### src/inc/sensor_frame_pkg.sv
package sensor_frame_pkg;
  // ***************************************************************
  // bus and field sizes
  // ***************************************************************
  localparam int ADDR_W = 6;
  localparam int DATA_W = 32;
  localparam int LC_W   = 16;
  localparam int PTR_W  = 32;

  // ***************************************************************
  // register byte offsets
  // ***************************************************************
  localparam logic [ADDR_W-1:0] OFS_CTRL    = 6'h00;
  localparam logic [ADDR_W-1:0] OFS_MODE    = 6'h04;
  localparam logic [ADDR_W-1:0] OFS_CFG     = 6'h08;
  localparam logic [ADDR_W-1:0] OFS_LCA     = 6'h0c;
  localparam logic [ADDR_W-1:0] OFS_LCB     = 6'h10;
  localparam logic [ADDR_W-1:0] OFS_LCC     = 6'h14;
  localparam logic [ADDR_W-1:0] OFS_SHCTL   = 6'h18;
  localparam logic [ADDR_W-1:0] OFS_MEMADDR = 6'h1c;
  localparam logic [ADDR_W-1:0] OFS_LINEOFS = 6'h20;
  localparam logic [ADDR_W-1:0] OFS_LINELEN = 6'h24;
  localparam logic [ADDR_W-1:0] OFS_PPL     = 6'h28;
  localparam logic [ADDR_W-1:0] OFS_LPF     = 6'h2c;
  localparam logic [ADDR_W-1:0] OFS_STATUS  = 6'h30;

  // ***************************************************************
  // field positions
  // ***************************************************************
  localparam int CTRL_RUN     = 0;
  localparam int MODE_VPOL    = 0;
  localparam int MODE_DIR     = 1;
  localparam int MODE_656     = 2;
  localparam int MODE_PARITY  = 8;
  localparam int CFG_BYPASS   = 0;
  localparam int SH_DWEN      = 0;
  localparam int SH_PIPE_GAIN = 1;
  localparam int SH_STAT_GAIN = 2;
  localparam int SH_PIPE_OFS  = 3;
  localparam int SH_STAT_OFS  = 4;
  localparam int SH_W         = 5;
  localparam int ST_ACTIVE    = 0;
  localparam int ST_PARITY    = 1;
  localparam int ST_MASTER    = 2;

  // ***************************************************************
  // pin indices, reset values, master sync widths
  // ***************************************************************
  localparam int PIN_PCLK  = 0;
  localparam int PIN_HS    = 1;
  localparam int PIN_VS    = 2;
  localparam int PIN_VD    = 3;
  localparam int PIN_FID   = 4;
  localparam int PIN_N     = 5;
  localparam logic [LC_W-1:0] PPL_RESET = 16'h0320;
  localparam logic [LC_W-1:0] LPF_RESET = 16'h020d;
  localparam logic [LC_W-1:0] HS_WIDTH  = 16'h0004;
  localparam logic [LC_W-1:0] VS_WIDTH  = 16'h0001;

  // ***************************************************************
  // state types
  // ***************************************************************
  typedef enum logic [1:0] {BUS_IDLE = 2'b01, BUS_ACK = 2'b10} bus_state_type;
  typedef enum logic [2:0] {
    FR_IDLE = 3'b001,
    FR_WAIT = 3'b010,
    FR_RUN  = 3'b100
  } frame_state_type;
endpackage

### src/design/sensor_frame_control.sv
// Decided for this implementation: the register addresses and the Avalon-MM slave port.
`timescale 1ns/1ps
module sensor_frame_control
  import sensor_frame_pkg::*;
#(
  parameter int COUNT_W = sensor_frame_pkg::LC_W
) (
  // clock and reset
  input  wire logic                                 clk_i,
  input  wire logic                                 resetn_i,
  // avalon-mm slave
  input  wire logic [sensor_frame_pkg::ADDR_W-1:0]  avs_address_i,
  input  wire logic                                 avs_read_i,
  input  wire logic                                 avs_write_i,
  input  wire logic [sensor_frame_pkg::DATA_W-1:0]  avs_writedata_i,
  input  wire logic [3:0]                           avs_byteenable_i,
  output logic      [sensor_frame_pkg::DATA_W-1:0]  avs_readdata_o,
  output logic                                      avs_waitrequest_o,
  // sensor pins
  input  wire logic                                 pclk_i,
  input  wire logic                                 hsync_i,
  input  wire logic                                 vsync_i,
  input  wire logic                                 vertical_drive_i,
  input  wire logic                                 field_id_input_i,
  output logic                                      hsync_o,
  output logic                                      vsync_o,
  output logic                                      sync_oe_o,
  // lens shading done event
  input  wire logic                                 lsc_done_i,
  // interrupts
  output logic                                      line_count_irq_a_o,
  output logic                                      line_count_irq_b_o,
  output logic                                      line_count_irq_c_o,
  output logic                                      lens_shading_irq_o,
  // applied settings toward pipe and memory
  output logic                                      frame_active_o,
  output logic                                      sdram_write_enable_o,
  output logic                                      pipe_gain_enable_o,
  output logic                                      stats_gain_enable_o,
  output logic                                      pipe_offset_enable_o,
  output logic                                      stats_offset_enable_o,
  output logic      [sensor_frame_pkg::PTR_W-1:0]   mem_addr_o,
  output logic      [sensor_frame_pkg::PTR_W-1:0]   line_offset_o,
  output logic      [sensor_frame_pkg::LC_W-1:0]    line_length_setting_o
);
  import sensor_frame_pkg::*;

  // ***************************************************************
  // reset release
  // ***************************************************************
  logic rst_meta;
  logic rst_n;

  always_ff @(posedge clk_i or negedge resetn_i) begin
    if (!resetn_i) begin
      rst_meta <= 1'b0;
      rst_n    <= 1'b0;
    end else begin
      rst_meta <= 1'b1;
      rst_n    <= rst_meta;
    end
  end

  // ***************************************************************
  // pin synchronisers and edge finding
  // ***************************************************************
  logic [PIN_N-1:0] pin_meta;
  logic [PIN_N-1:0] pin_sync;
  logic             pclk_last;
  logic [PIN_N-1:0] px_last;
  logic             pix_en;
  logic [PIN_N-1:0] px_rise;

  // two stages before any logic looks at a pin
  always_ff @(posedge clk_i or negedge rst_n) begin
    if (!rst_n) begin
      pin_meta  <= '0;
      pin_sync  <= '0;
      pclk_last <= 1'b0;
    end else begin
      pin_meta  <= {field_id_input_i, vertical_drive_i, vsync_i, hsync_i, pclk_i};
      pin_sync  <= pin_meta;
      pclk_last <= pin_sync[PIN_PCLK];
    end
  end

  assign pix_en = pin_sync[PIN_PCLK] & ~pclk_last;

  // sync levels are sampled once per pixel clock rising edge
  always_ff @(posedge clk_i or negedge rst_n) begin
    if (!rst_n) begin
      px_last <= '0;
    end else if (pix_en) begin
      px_last <= pin_sync;
    end
  end

  assign px_rise = {PIN_N{pix_en}} & pin_sync & ~px_last;

  // ***************************************************************
  // written register state
  // ***************************************************************
  bus_state_type      bus_state;
  logic               wr_fire;
  logic               run_en;
  logic               vpol;
  logic               sync_dir;
  logic               mode_656;
  logic               bypass;
  logic [COUNT_W-1:0] lc_set [3];
  logic [SH_W-1:0]    shctl_w;
  logic [PTR_W-1:0]   mem_addr_w;
  logic [PTR_W-1:0]   line_ofs_w;
  logic [LC_W-1:0]    line_len_w;
  logic [LC_W-1:0]    ppl_w;
  logic [LC_W-1:0]    lpf_w;
  logic [LC_W-1:0]    ppl_a;
  logic [LC_W-1:0]    lpf_a;
  logic               parity;

  // byte-lane merge shared by the line-count and shadowed register writes
  function automatic logic [DATA_W-1:0] merge(input logic [DATA_W-1:0] old,
                                              input logic [DATA_W-1:0] wd,
                                              input logic [3:0]        be);
    logic [DATA_W-1:0] res;
    res = old;
    for (int i = 0; i < 4; i++) begin
      if (be[i]) begin
        res[i*8 +: 8] = wd[i*8 +: 8];
      end
    end
    return res;
  endfunction

  // write lands on the edge where waitrequest is sampled low
  assign wr_fire = (bus_state == BUS_ACK) && avs_write_i;

  // busy-writeable settings take effect at once
  always_ff @(posedge clk_i or negedge rst_n) begin
    if (!rst_n) begin
      run_en   <= 1'b0;
      vpol     <= 1'b0;
      sync_dir <= 1'b0;
      mode_656 <= 1'b0;
      bypass   <= 1'b0;
    end else if (wr_fire && avs_byteenable_i[0]) begin
      case (avs_address_i)
        OFS_CTRL: run_en <= avs_writedata_i[CTRL_RUN];
        OFS_MODE: begin
          vpol     <= avs_writedata_i[MODE_VPOL];
          sync_dir <= avs_writedata_i[MODE_DIR];
          mode_656 <= avs_writedata_i[MODE_656];
        end
        OFS_CFG: bypass <= avs_writedata_i[CFG_BYPASS];
        default: ;
      endcase
    end else if (wr_fire) begin
      run_en <= run_en;
    end
  end

  // line-count settings, busy-writeable and byte addressable
  always_ff @(posedge clk_i or negedge rst_n) begin
    if (!rst_n) begin
      lc_set <= '{default: '0};
    end else if (wr_fire) begin
      case (avs_address_i)
        OFS_LCA: lc_set[0] <= COUNT_W'(merge(DATA_W'(lc_set[0]), avs_writedata_i,
                                            avs_byteenable_i));
        OFS_LCB: lc_set[1] <= COUNT_W'(merge(DATA_W'(lc_set[1]), avs_writedata_i,
                                            avs_byteenable_i));
        OFS_LCC: lc_set[2] <= COUNT_W'(merge(DATA_W'(lc_set[2]), avs_writedata_i,
                                            avs_byteenable_i));
        default: ;
      endcase
    end
  end

  // shadowed settings hold the last write until the latch event
  always_ff @(posedge clk_i or negedge rst_n) begin
    if (!rst_n) begin
      shctl_w    <= '0;
      mem_addr_w <= '0;
      line_ofs_w <= '0;
      line_len_w <= '0;
      ppl_w      <= PPL_RESET;
      lpf_w      <= LPF_RESET;
    end else if (wr_fire) begin
      case (avs_address_i)
        OFS_SHCTL:   shctl_w    <= SH_W'(merge(DATA_W'(shctl_w), avs_writedata_i,
                                              avs_byteenable_i));
        OFS_MEMADDR: mem_addr_w <= merge(mem_addr_w, avs_writedata_i, avs_byteenable_i);
        OFS_LINEOFS: line_ofs_w <= merge(line_ofs_w, avs_writedata_i, avs_byteenable_i);
        OFS_LINELEN: line_len_w <= LC_W'(merge(DATA_W'(line_len_w), avs_writedata_i,
                                              avs_byteenable_i));
        OFS_PPL:     ppl_w      <= LC_W'(merge(DATA_W'(ppl_w), avs_writedata_i,
                                              avs_byteenable_i));
        OFS_LPF:     lpf_w      <= LC_W'(merge(DATA_W'(lpf_w), avs_writedata_i,
                                              avs_byteenable_i));
        default: ;
      endcase
    end
  end

  // ***************************************************************
  // bus slave: one wait cycle, unmapped reads return zero
  // ***************************************************************
  logic [DATA_W-1:0] next_readdata;
  frame_state_type   fr_state;

  always_comb begin
    next_readdata = '0;
    case (avs_address_i)
      OFS_CTRL:    next_readdata[CTRL_RUN] = run_en;
      OFS_MODE: begin
        next_readdata[MODE_VPOL]   = vpol;
        next_readdata[MODE_DIR]    = sync_dir;
        next_readdata[MODE_656]    = mode_656;
        next_readdata[MODE_PARITY] = parity;
      end
      OFS_CFG:     next_readdata[CFG_BYPASS] = bypass;
      OFS_LCA:     next_readdata = DATA_W'(lc_set[0]);
      OFS_LCB:     next_readdata = DATA_W'(lc_set[1]);
      OFS_LCC:     next_readdata = DATA_W'(lc_set[2]);
      OFS_SHCTL:   next_readdata = DATA_W'(shctl_w);
      OFS_MEMADDR: next_readdata = mem_addr_w;
      OFS_LINEOFS: next_readdata = line_ofs_w;
      OFS_LINELEN: next_readdata = DATA_W'(line_len_w);
      OFS_PPL:     next_readdata = DATA_W'(ppl_w);
      OFS_LPF:     next_readdata = DATA_W'(lpf_w);
      OFS_STATUS: begin
        next_readdata[ST_ACTIVE] = (fr_state == FR_RUN);
        next_readdata[ST_PARITY] = parity;
        next_readdata[ST_MASTER] = sync_dir;
      end
      default:     next_readdata = '0;
    endcase
  end

  // waitrequest idles high and drops for exactly one cycle per access
  always_ff @(posedge clk_i or negedge rst_n) begin
    if (!rst_n) begin
      bus_state         <= BUS_IDLE;
      avs_waitrequest_o <= 1'b1;
      avs_readdata_o    <= '0;
    end else begin
      case (bus_state)
        BUS_IDLE: begin
          if (avs_read_i || avs_write_i) begin
            bus_state         <= BUS_ACK;
            avs_waitrequest_o <= 1'b0;
            avs_readdata_o    <= next_readdata;
          end
        end
        BUS_ACK: begin
          bus_state         <= BUS_IDLE;
          avs_waitrequest_o <= 1'b1;
        end
        default: begin
          bus_state         <= BUS_IDLE;
          avs_waitrequest_o <= 1'b1;
        end
      endcase
    end
  end

  // ***************************************************************
  // master timing generator and trigger selection
  // ***************************************************************
  logic [LC_W-1:0] hcnt;
  logic [LC_W-1:0] vcnt;
  logic            master_run;
  logic            trig;
  logic            line_ev;

  assign master_run = sync_dir && run_en;

  // counters sit at zero while idle, so a frame opens on the first pixel
  always_ff @(posedge clk_i or negedge rst_n) begin
    if (!rst_n) begin
      hcnt <= '0;
      vcnt <= '0;
    end else if (!master_run) begin
      hcnt <= '0;
      vcnt <= '0;
    end else if (pix_en) begin
      if (hcnt >= ppl_a - 16'h0001) begin
        hcnt <= '0;
        vcnt <= (vcnt >= lpf_a - 16'h0001) ? '0 : vcnt + 16'h0001;
      end else begin
        hcnt <= hcnt + 16'h0001;
      end
    end
  end

  // reference edge in slave mode: vsync when polarity is 0, vertical drive when 1; master uses the counters
  always_comb begin
    if (sync_dir) begin
      trig    = master_run && pix_en && (hcnt == '0) && (vcnt == '0);
      line_ev = master_run && pix_en && (hcnt == '0);
    end else begin
      trig    = vpol ? px_rise[PIN_VD] : px_rise[PIN_VS];
      line_ev = px_rise[PIN_HS];
    end
  end

  // driven sync and its enable
  always_ff @(posedge clk_i or negedge rst_n) begin
    if (!rst_n) begin
      hsync_o   <= 1'b0;
      vsync_o   <= 1'b0;
      sync_oe_o <= 1'b0;
    end else begin
      hsync_o   <= master_run && (hcnt < HS_WIDTH);
      vsync_o   <= master_run && (vcnt < VS_WIDTH);
      sync_oe_o <= sync_dir;
    end
  end

  // ***************************************************************
  // frame control
  // ***************************************************************
  always_ff @(posedge clk_i or negedge rst_n) begin
    if (!rst_n) begin
      fr_state <= FR_IDLE;
    end else begin
      case (fr_state)
        FR_IDLE: begin
          if (run_en) begin
            fr_state <= sync_dir ? FR_RUN : FR_WAIT;
          end
        end
        FR_WAIT: begin
          if (!run_en) begin
            fr_state <= FR_IDLE;
          end else if (trig) begin
            fr_state <= FR_RUN;
          end
        end
        FR_RUN: begin
          if (!run_en) begin
            fr_state <= FR_IDLE;
          end
        end
        default: fr_state <= FR_IDLE;
      endcase
    end
  end

  assign frame_active_o = fr_state[2];

  // field parity: embedded sync toggles per field, else the field pin
  always_ff @(posedge clk_i or negedge rst_n) begin
    if (!rst_n) begin
      parity <= 1'b0;
    end else if (trig) begin
      parity <= mode_656 ? ~parity : pin_sync[PIN_FID];
    end
  end

  // ***************************************************************
  // shadow latching, at each trigger or straight through on bypass
  // ***************************************************************
  always_ff @(posedge clk_i or negedge rst_n) begin
    if (!rst_n) begin
      sdram_write_enable_o  <= 1'b0;
      pipe_gain_enable_o    <= 1'b0;
      stats_gain_enable_o   <= 1'b0;
      pipe_offset_enable_o  <= 1'b0;
      stats_offset_enable_o <= 1'b0;
      mem_addr_o            <= '0;
      line_offset_o         <= '0;
      line_length_setting_o <= '0;
      ppl_a                 <= PPL_RESET;
      lpf_a                 <= LPF_RESET;
    end else if (bypass || trig) begin
      sdram_write_enable_o  <= shctl_w[SH_DWEN];
      pipe_gain_enable_o    <= shctl_w[SH_PIPE_GAIN];
      stats_gain_enable_o   <= shctl_w[SH_STAT_GAIN];
      pipe_offset_enable_o  <= shctl_w[SH_PIPE_OFS];
      stats_offset_enable_o <= shctl_w[SH_STAT_OFS];
      mem_addr_o            <= mem_addr_w;
      line_offset_o         <= line_ofs_w;
      line_length_setting_o <= line_len_w;
      ppl_a                 <= ppl_w;
      lpf_a                 <= lpf_w;
    end
  end

  // ***************************************************************
  // line-count and lens shading interrupts
  // ***************************************************************
  logic [COUNT_W-1:0] lcount;
  logic [COUNT_W-1:0] lcount_inc;
  logic [2:0]         irq_q;
  logic               irq_ok;

  assign lcount_inc = lcount + COUNT_W'(1);
  assign irq_ok     = run_en && (fr_state == FR_RUN);

  // every trigger restarts the count, per field in embedded mode
  always_ff @(posedge clk_i or negedge rst_n) begin
    if (!rst_n) begin
      lcount <= '0;
    end else if (trig) begin
      lcount <= '0;
    end else if (line_ev && irq_ok) begin
      lcount <= lcount_inc;
    end
  end

  // zero in a count register keeps that interrupt silent
  for (genvar i = 0; i < 3; i++) begin : g_lc_irq
    always_ff @(posedge clk_i or negedge rst_n) begin
      if (!rst_n) begin
        irq_q[i] <= 1'b0;
      end else begin
        irq_q[i] <= irq_ok && line_ev && !trig && (lcount_inc == lc_set[i]);
      end
    end
  end

  assign line_count_irq_a_o = irq_q[0];
  assign line_count_irq_b_o = irq_q[1];
  assign line_count_irq_c_o = irq_q[2];

  always_ff @(posedge clk_i or negedge rst_n) begin
    if (!rst_n) begin
      lens_shading_irq_o <= 1'b0;
    end else begin
      lens_shading_irq_o <= run_en && lsc_done_i;
    end
  end
endmodule // sensor_frame_control

### config.mk
export PLATFORM = sky130hd
export DESIGN_NAME = sensor_frame_control
export DESIGN_NICKNAME = d
export VERILOG_FILES = /design/src/inc/sensor_frame_pkg.sv /design/src/design/sensor_frame_control.sv
export SDC_FILE = /design/constraint.sdc
export NUM_CORES = 1
export LEC_CHECK = 0
export ABC_AREA = 0
export BUFFER_PORTS_ARGS = -buffer_cell sky130_fd_sc_hd__buf_2
export CAP_MARGIN = 25
export CELL_PAD_IN_SITES_DETAIL_PLACEMENT = 0
export CELL_PAD_IN_SITES_GLOBAL_PLACEMENT = 1
export CORE_MARGIN = 4
export CORE_UTILIZATION = 30
export CTS_CLUSTER_SIZE = 16
export DETAILED_ROUTE_END_ITERATION = 16
export GPL_TIMING_DRIVEN = 0
export PLACE_DENSITY = 0.54
export SLEW_MARGIN = 20
export SYNTH_ARGS = -nofsm -noshare
export SYNTH_HDL_FRONTEND = slang
export SYNTH_SLANG_ARGS = --single-unit
### constraint.sdc
create_clock -name clk_i -period 19.33 [get_ports clk_i]
set_input_delay 3.866 -clock clk_i [delete_from_list [all_inputs] [get_ports clk_i]]
set_output_delay 3.866 -clock clk_i [all_outputs]
set_load 0.005 [all_outputs]
==> results.toml <==
[status]
outcome = "complete, no violations"

[route]
routedWlPerCell_um = 23.1
drt_iter0_drc = 823
ant_nets = 0
wl_met1_um = 27600
top_layer = "met5"
drtPass1Iterations = 6
dr_wl_met3_um = 3890
vias = 13500
drt_wl_total_um = 61400
wl_met2_um = 27900
vias_per_cell = 5.08
route.detailed.drc = 0

[synth]
syn_inst = 1562
synth_ff_type = "dfrtp_1"
synth_edf_count = 0
ys_seq_area_share_pct = 52.8
async_flop_share_pct = 100
ys_seq_elements = 396
synth_fp_nets = 1653
ys_types = 81
netlist_area_mm2 = 0.0188
synth_warnings = 0
synth_area_per_cell_um2 = 12.0

[global_routing]
grt_pass1_wl_um = 92700
grt_util_all_layers_pct = 18.2
overflow = 0
antenna_found_initial = 6
grt_max_degree = 56
grt_pass1_vias = 14000

[timing]
slew_viol_final = 0
finalWorstSetupSlack_ps = 13000
finalSetupTns_ps = 0
finClkSkew_ps = 22.6
fmax_mhz = 158
worst_pin_slew_ps = 1060
period_needed_ps = 6330
rsz0062_at_grt = "no"
hold_violations = 0
period_share_pct = 32.7
setup_viol = 0
slew_headroom_pct = 29.3

[placement]
dp.cells = 2578
gp_congestion = 0.848
dpl.hpwl_um = 46700
io_buffer_count = 171
pre_cts_ws_ps = 12430

[finish]
drive_gt1_share_pct = 31.8
fin_nets = 1880
nFillCells = 6196
final_common_cell = "dfrtp_1"
final_cell_mix = "dfrtp_1, mux2_2, buf_2"
final-instance-count-excl-fill = 2664
syn2layout_area_growth_pct = 19.9

[die]
die_y_um = 258
rows = 91
initial_core_util_pct = 30.4
dieWidth_um = 258
io_pins = 178
dieArea_mm2 = 0.0668
fp.coreArea_mm2 = 0.0619

[critical_path]
start_kind = "primary input"
endpoint_kind = "flop"
cpMaxStageDelayCell = "buf_1"
cp.arrival_ps = 6840
cp.required_ps = 19840
r2r_cells = 13
worstPathMaxFanout = 10
crit_type = "in2reg"
worstPathCellList = "buf_2 > nor2_1 > nand3_1 > nor2_1 > buf_2 > buf_1 > a22oi_1 > a31oi_1 > a21o_1"
max_stage_delay_ps = 570

[cts]
clock_latency_ps = 580
cts_setup_buffers = 0
cts_buffers = 46
cts_sinks = 396
cts-root-buf = "clkbuf_16"
htreeDepth = 2
cts_hold_buffers = 0
ctsResizeCount = 0
cts_tree = "yes"
clockBufferDepth = 3
path_clk_slew_ps = 60

[pwr]
power_density_mw_per_mm2 = 89.0
cellLeakagePower_nw = 10.9
ir_drop_uv = 54.1

[hold_path]
hp-class = "reg2async"

[job]
cap_violations = 0
==> state kept, by name, summed over array words and instances, names as in the netlist, 32 cells and up <==
signal	cells
line_ofs_w	32
mem_addr_o	32
avs_readdata_o	32
line_offset_o	32
lc_set	48
mem_addr_w	32
==> worst paths after layout <==
path | end | startpoint | slack, ps
worst max-delay path | avs_readdata_o[4] | avs_address_i[1] | 13000
worst min-delay path | line_length_setting_o[2] | rst_n | 350
worst max register to register | hcnt[12] | ppl_a[4] | 14720
worst min register to register | line_length_setting_o[2] | rst_n | 350
max in group asynchronous | rst_n | resetn_i | 16160
min in group clk_i | pin_sync[4] | pin_meta[4] | 350
==> cell families (layout without fill, tap and decap cells) <==
group                      count (synthesis)  in the layout  synth area share (%)
DFF                                      396            396                  52.8
and+or+nand+nor                          356            356                  9.78
muxes                                    302            302                  18.1
AOI/OAI and AO/OA                        282            282                  10.4
buffers and inverters                     99            363                  2.23
xor gates and xnor gates                  87             87                  4.09
adders and majority gates                 39             39                  2.59
other                                      1              2                0.0199
==> where the power goes <==
part	switching (W)	internal [W]	total, W
clock network	0.000364	0.000577	0.000941
logic	0.000109	0.0000714	0.000181
registers	0.0000297	0.000858	0.000888
total	0.000503	0.00151	0.00201
==> final cells by class <==
class                      count  area [um^2]  share of cell area, %
tap                          837         1050                   4.64
timing repair buffer         179         1060                   4.70
antenna                        1         2.50                 0.0111
buffer                        73          323                   1.43
clock inverter                17          287                   1.27
clock buffer                  68         1350                   5.96
multi-input combinational   1067         8460                   37.5
inverter                      26         97.6                  0.433
sequential                   396         9930                   44.0
==> through the flow <==
step | utilization [%] | hold WS [ps] | total power (W) | instance area, um^2
floorplan | - | 331 | 0.00100 | 18800
detailed placement | 33.8 | 338 | 0.00109 | 20900
CTS | 36.4 | 351 | 0.00204 | 22600
global route | 36.4 | 352 | 0.00210 | 22600
finish | 36.4 | 349 | 0.00201 | 22600
global placement | 33.4 | 337 | 0.00108 | 20700
==> per-layer routing <==
| metal | up-vias | track usage, % |
|---|---|---|
| met5 | - | 0 |
| met2 | 323 | 28.4 |
| met4 | 6 | 5.92 |
| met1 | 6880 | 24.5 |
| met3 | 91 | 4.99 |
| li1 | 6226 | - |
==> cell usage after synthesis (21+ instances only) <==
library cell / number / share of area (%)
a22oi_1: 32 / 1.3
a21oi_1: 39 / 1.0
nor2_1: 85 / 1.7
xor2_1: 35 / 1.6
clkbuf_1: 46 / 0.92
xnor2_1: 51 / 2.4
nand3_1: 33 / 0.88
dfrtp_1: 380 / 51
o21ai_0: 67 / 1.8
nor3_1: 21 / 0.56
mux2_1: 30 / 1.8
nand2_1: 92 / 1.8
mux2_2: 263 / 16
ha_1: 39 / 2.6
inv_1: 25 / 0.50
==> worst max-delay path, delay by kind of cell <==
family | cells | cell delay, ps
AOI/OAI and AO/OA | 3 | 590
buffers and inverters | 3 | 1080
and+or+nand+nor | 3 | 1290
(Power assumes the default switching activity.)
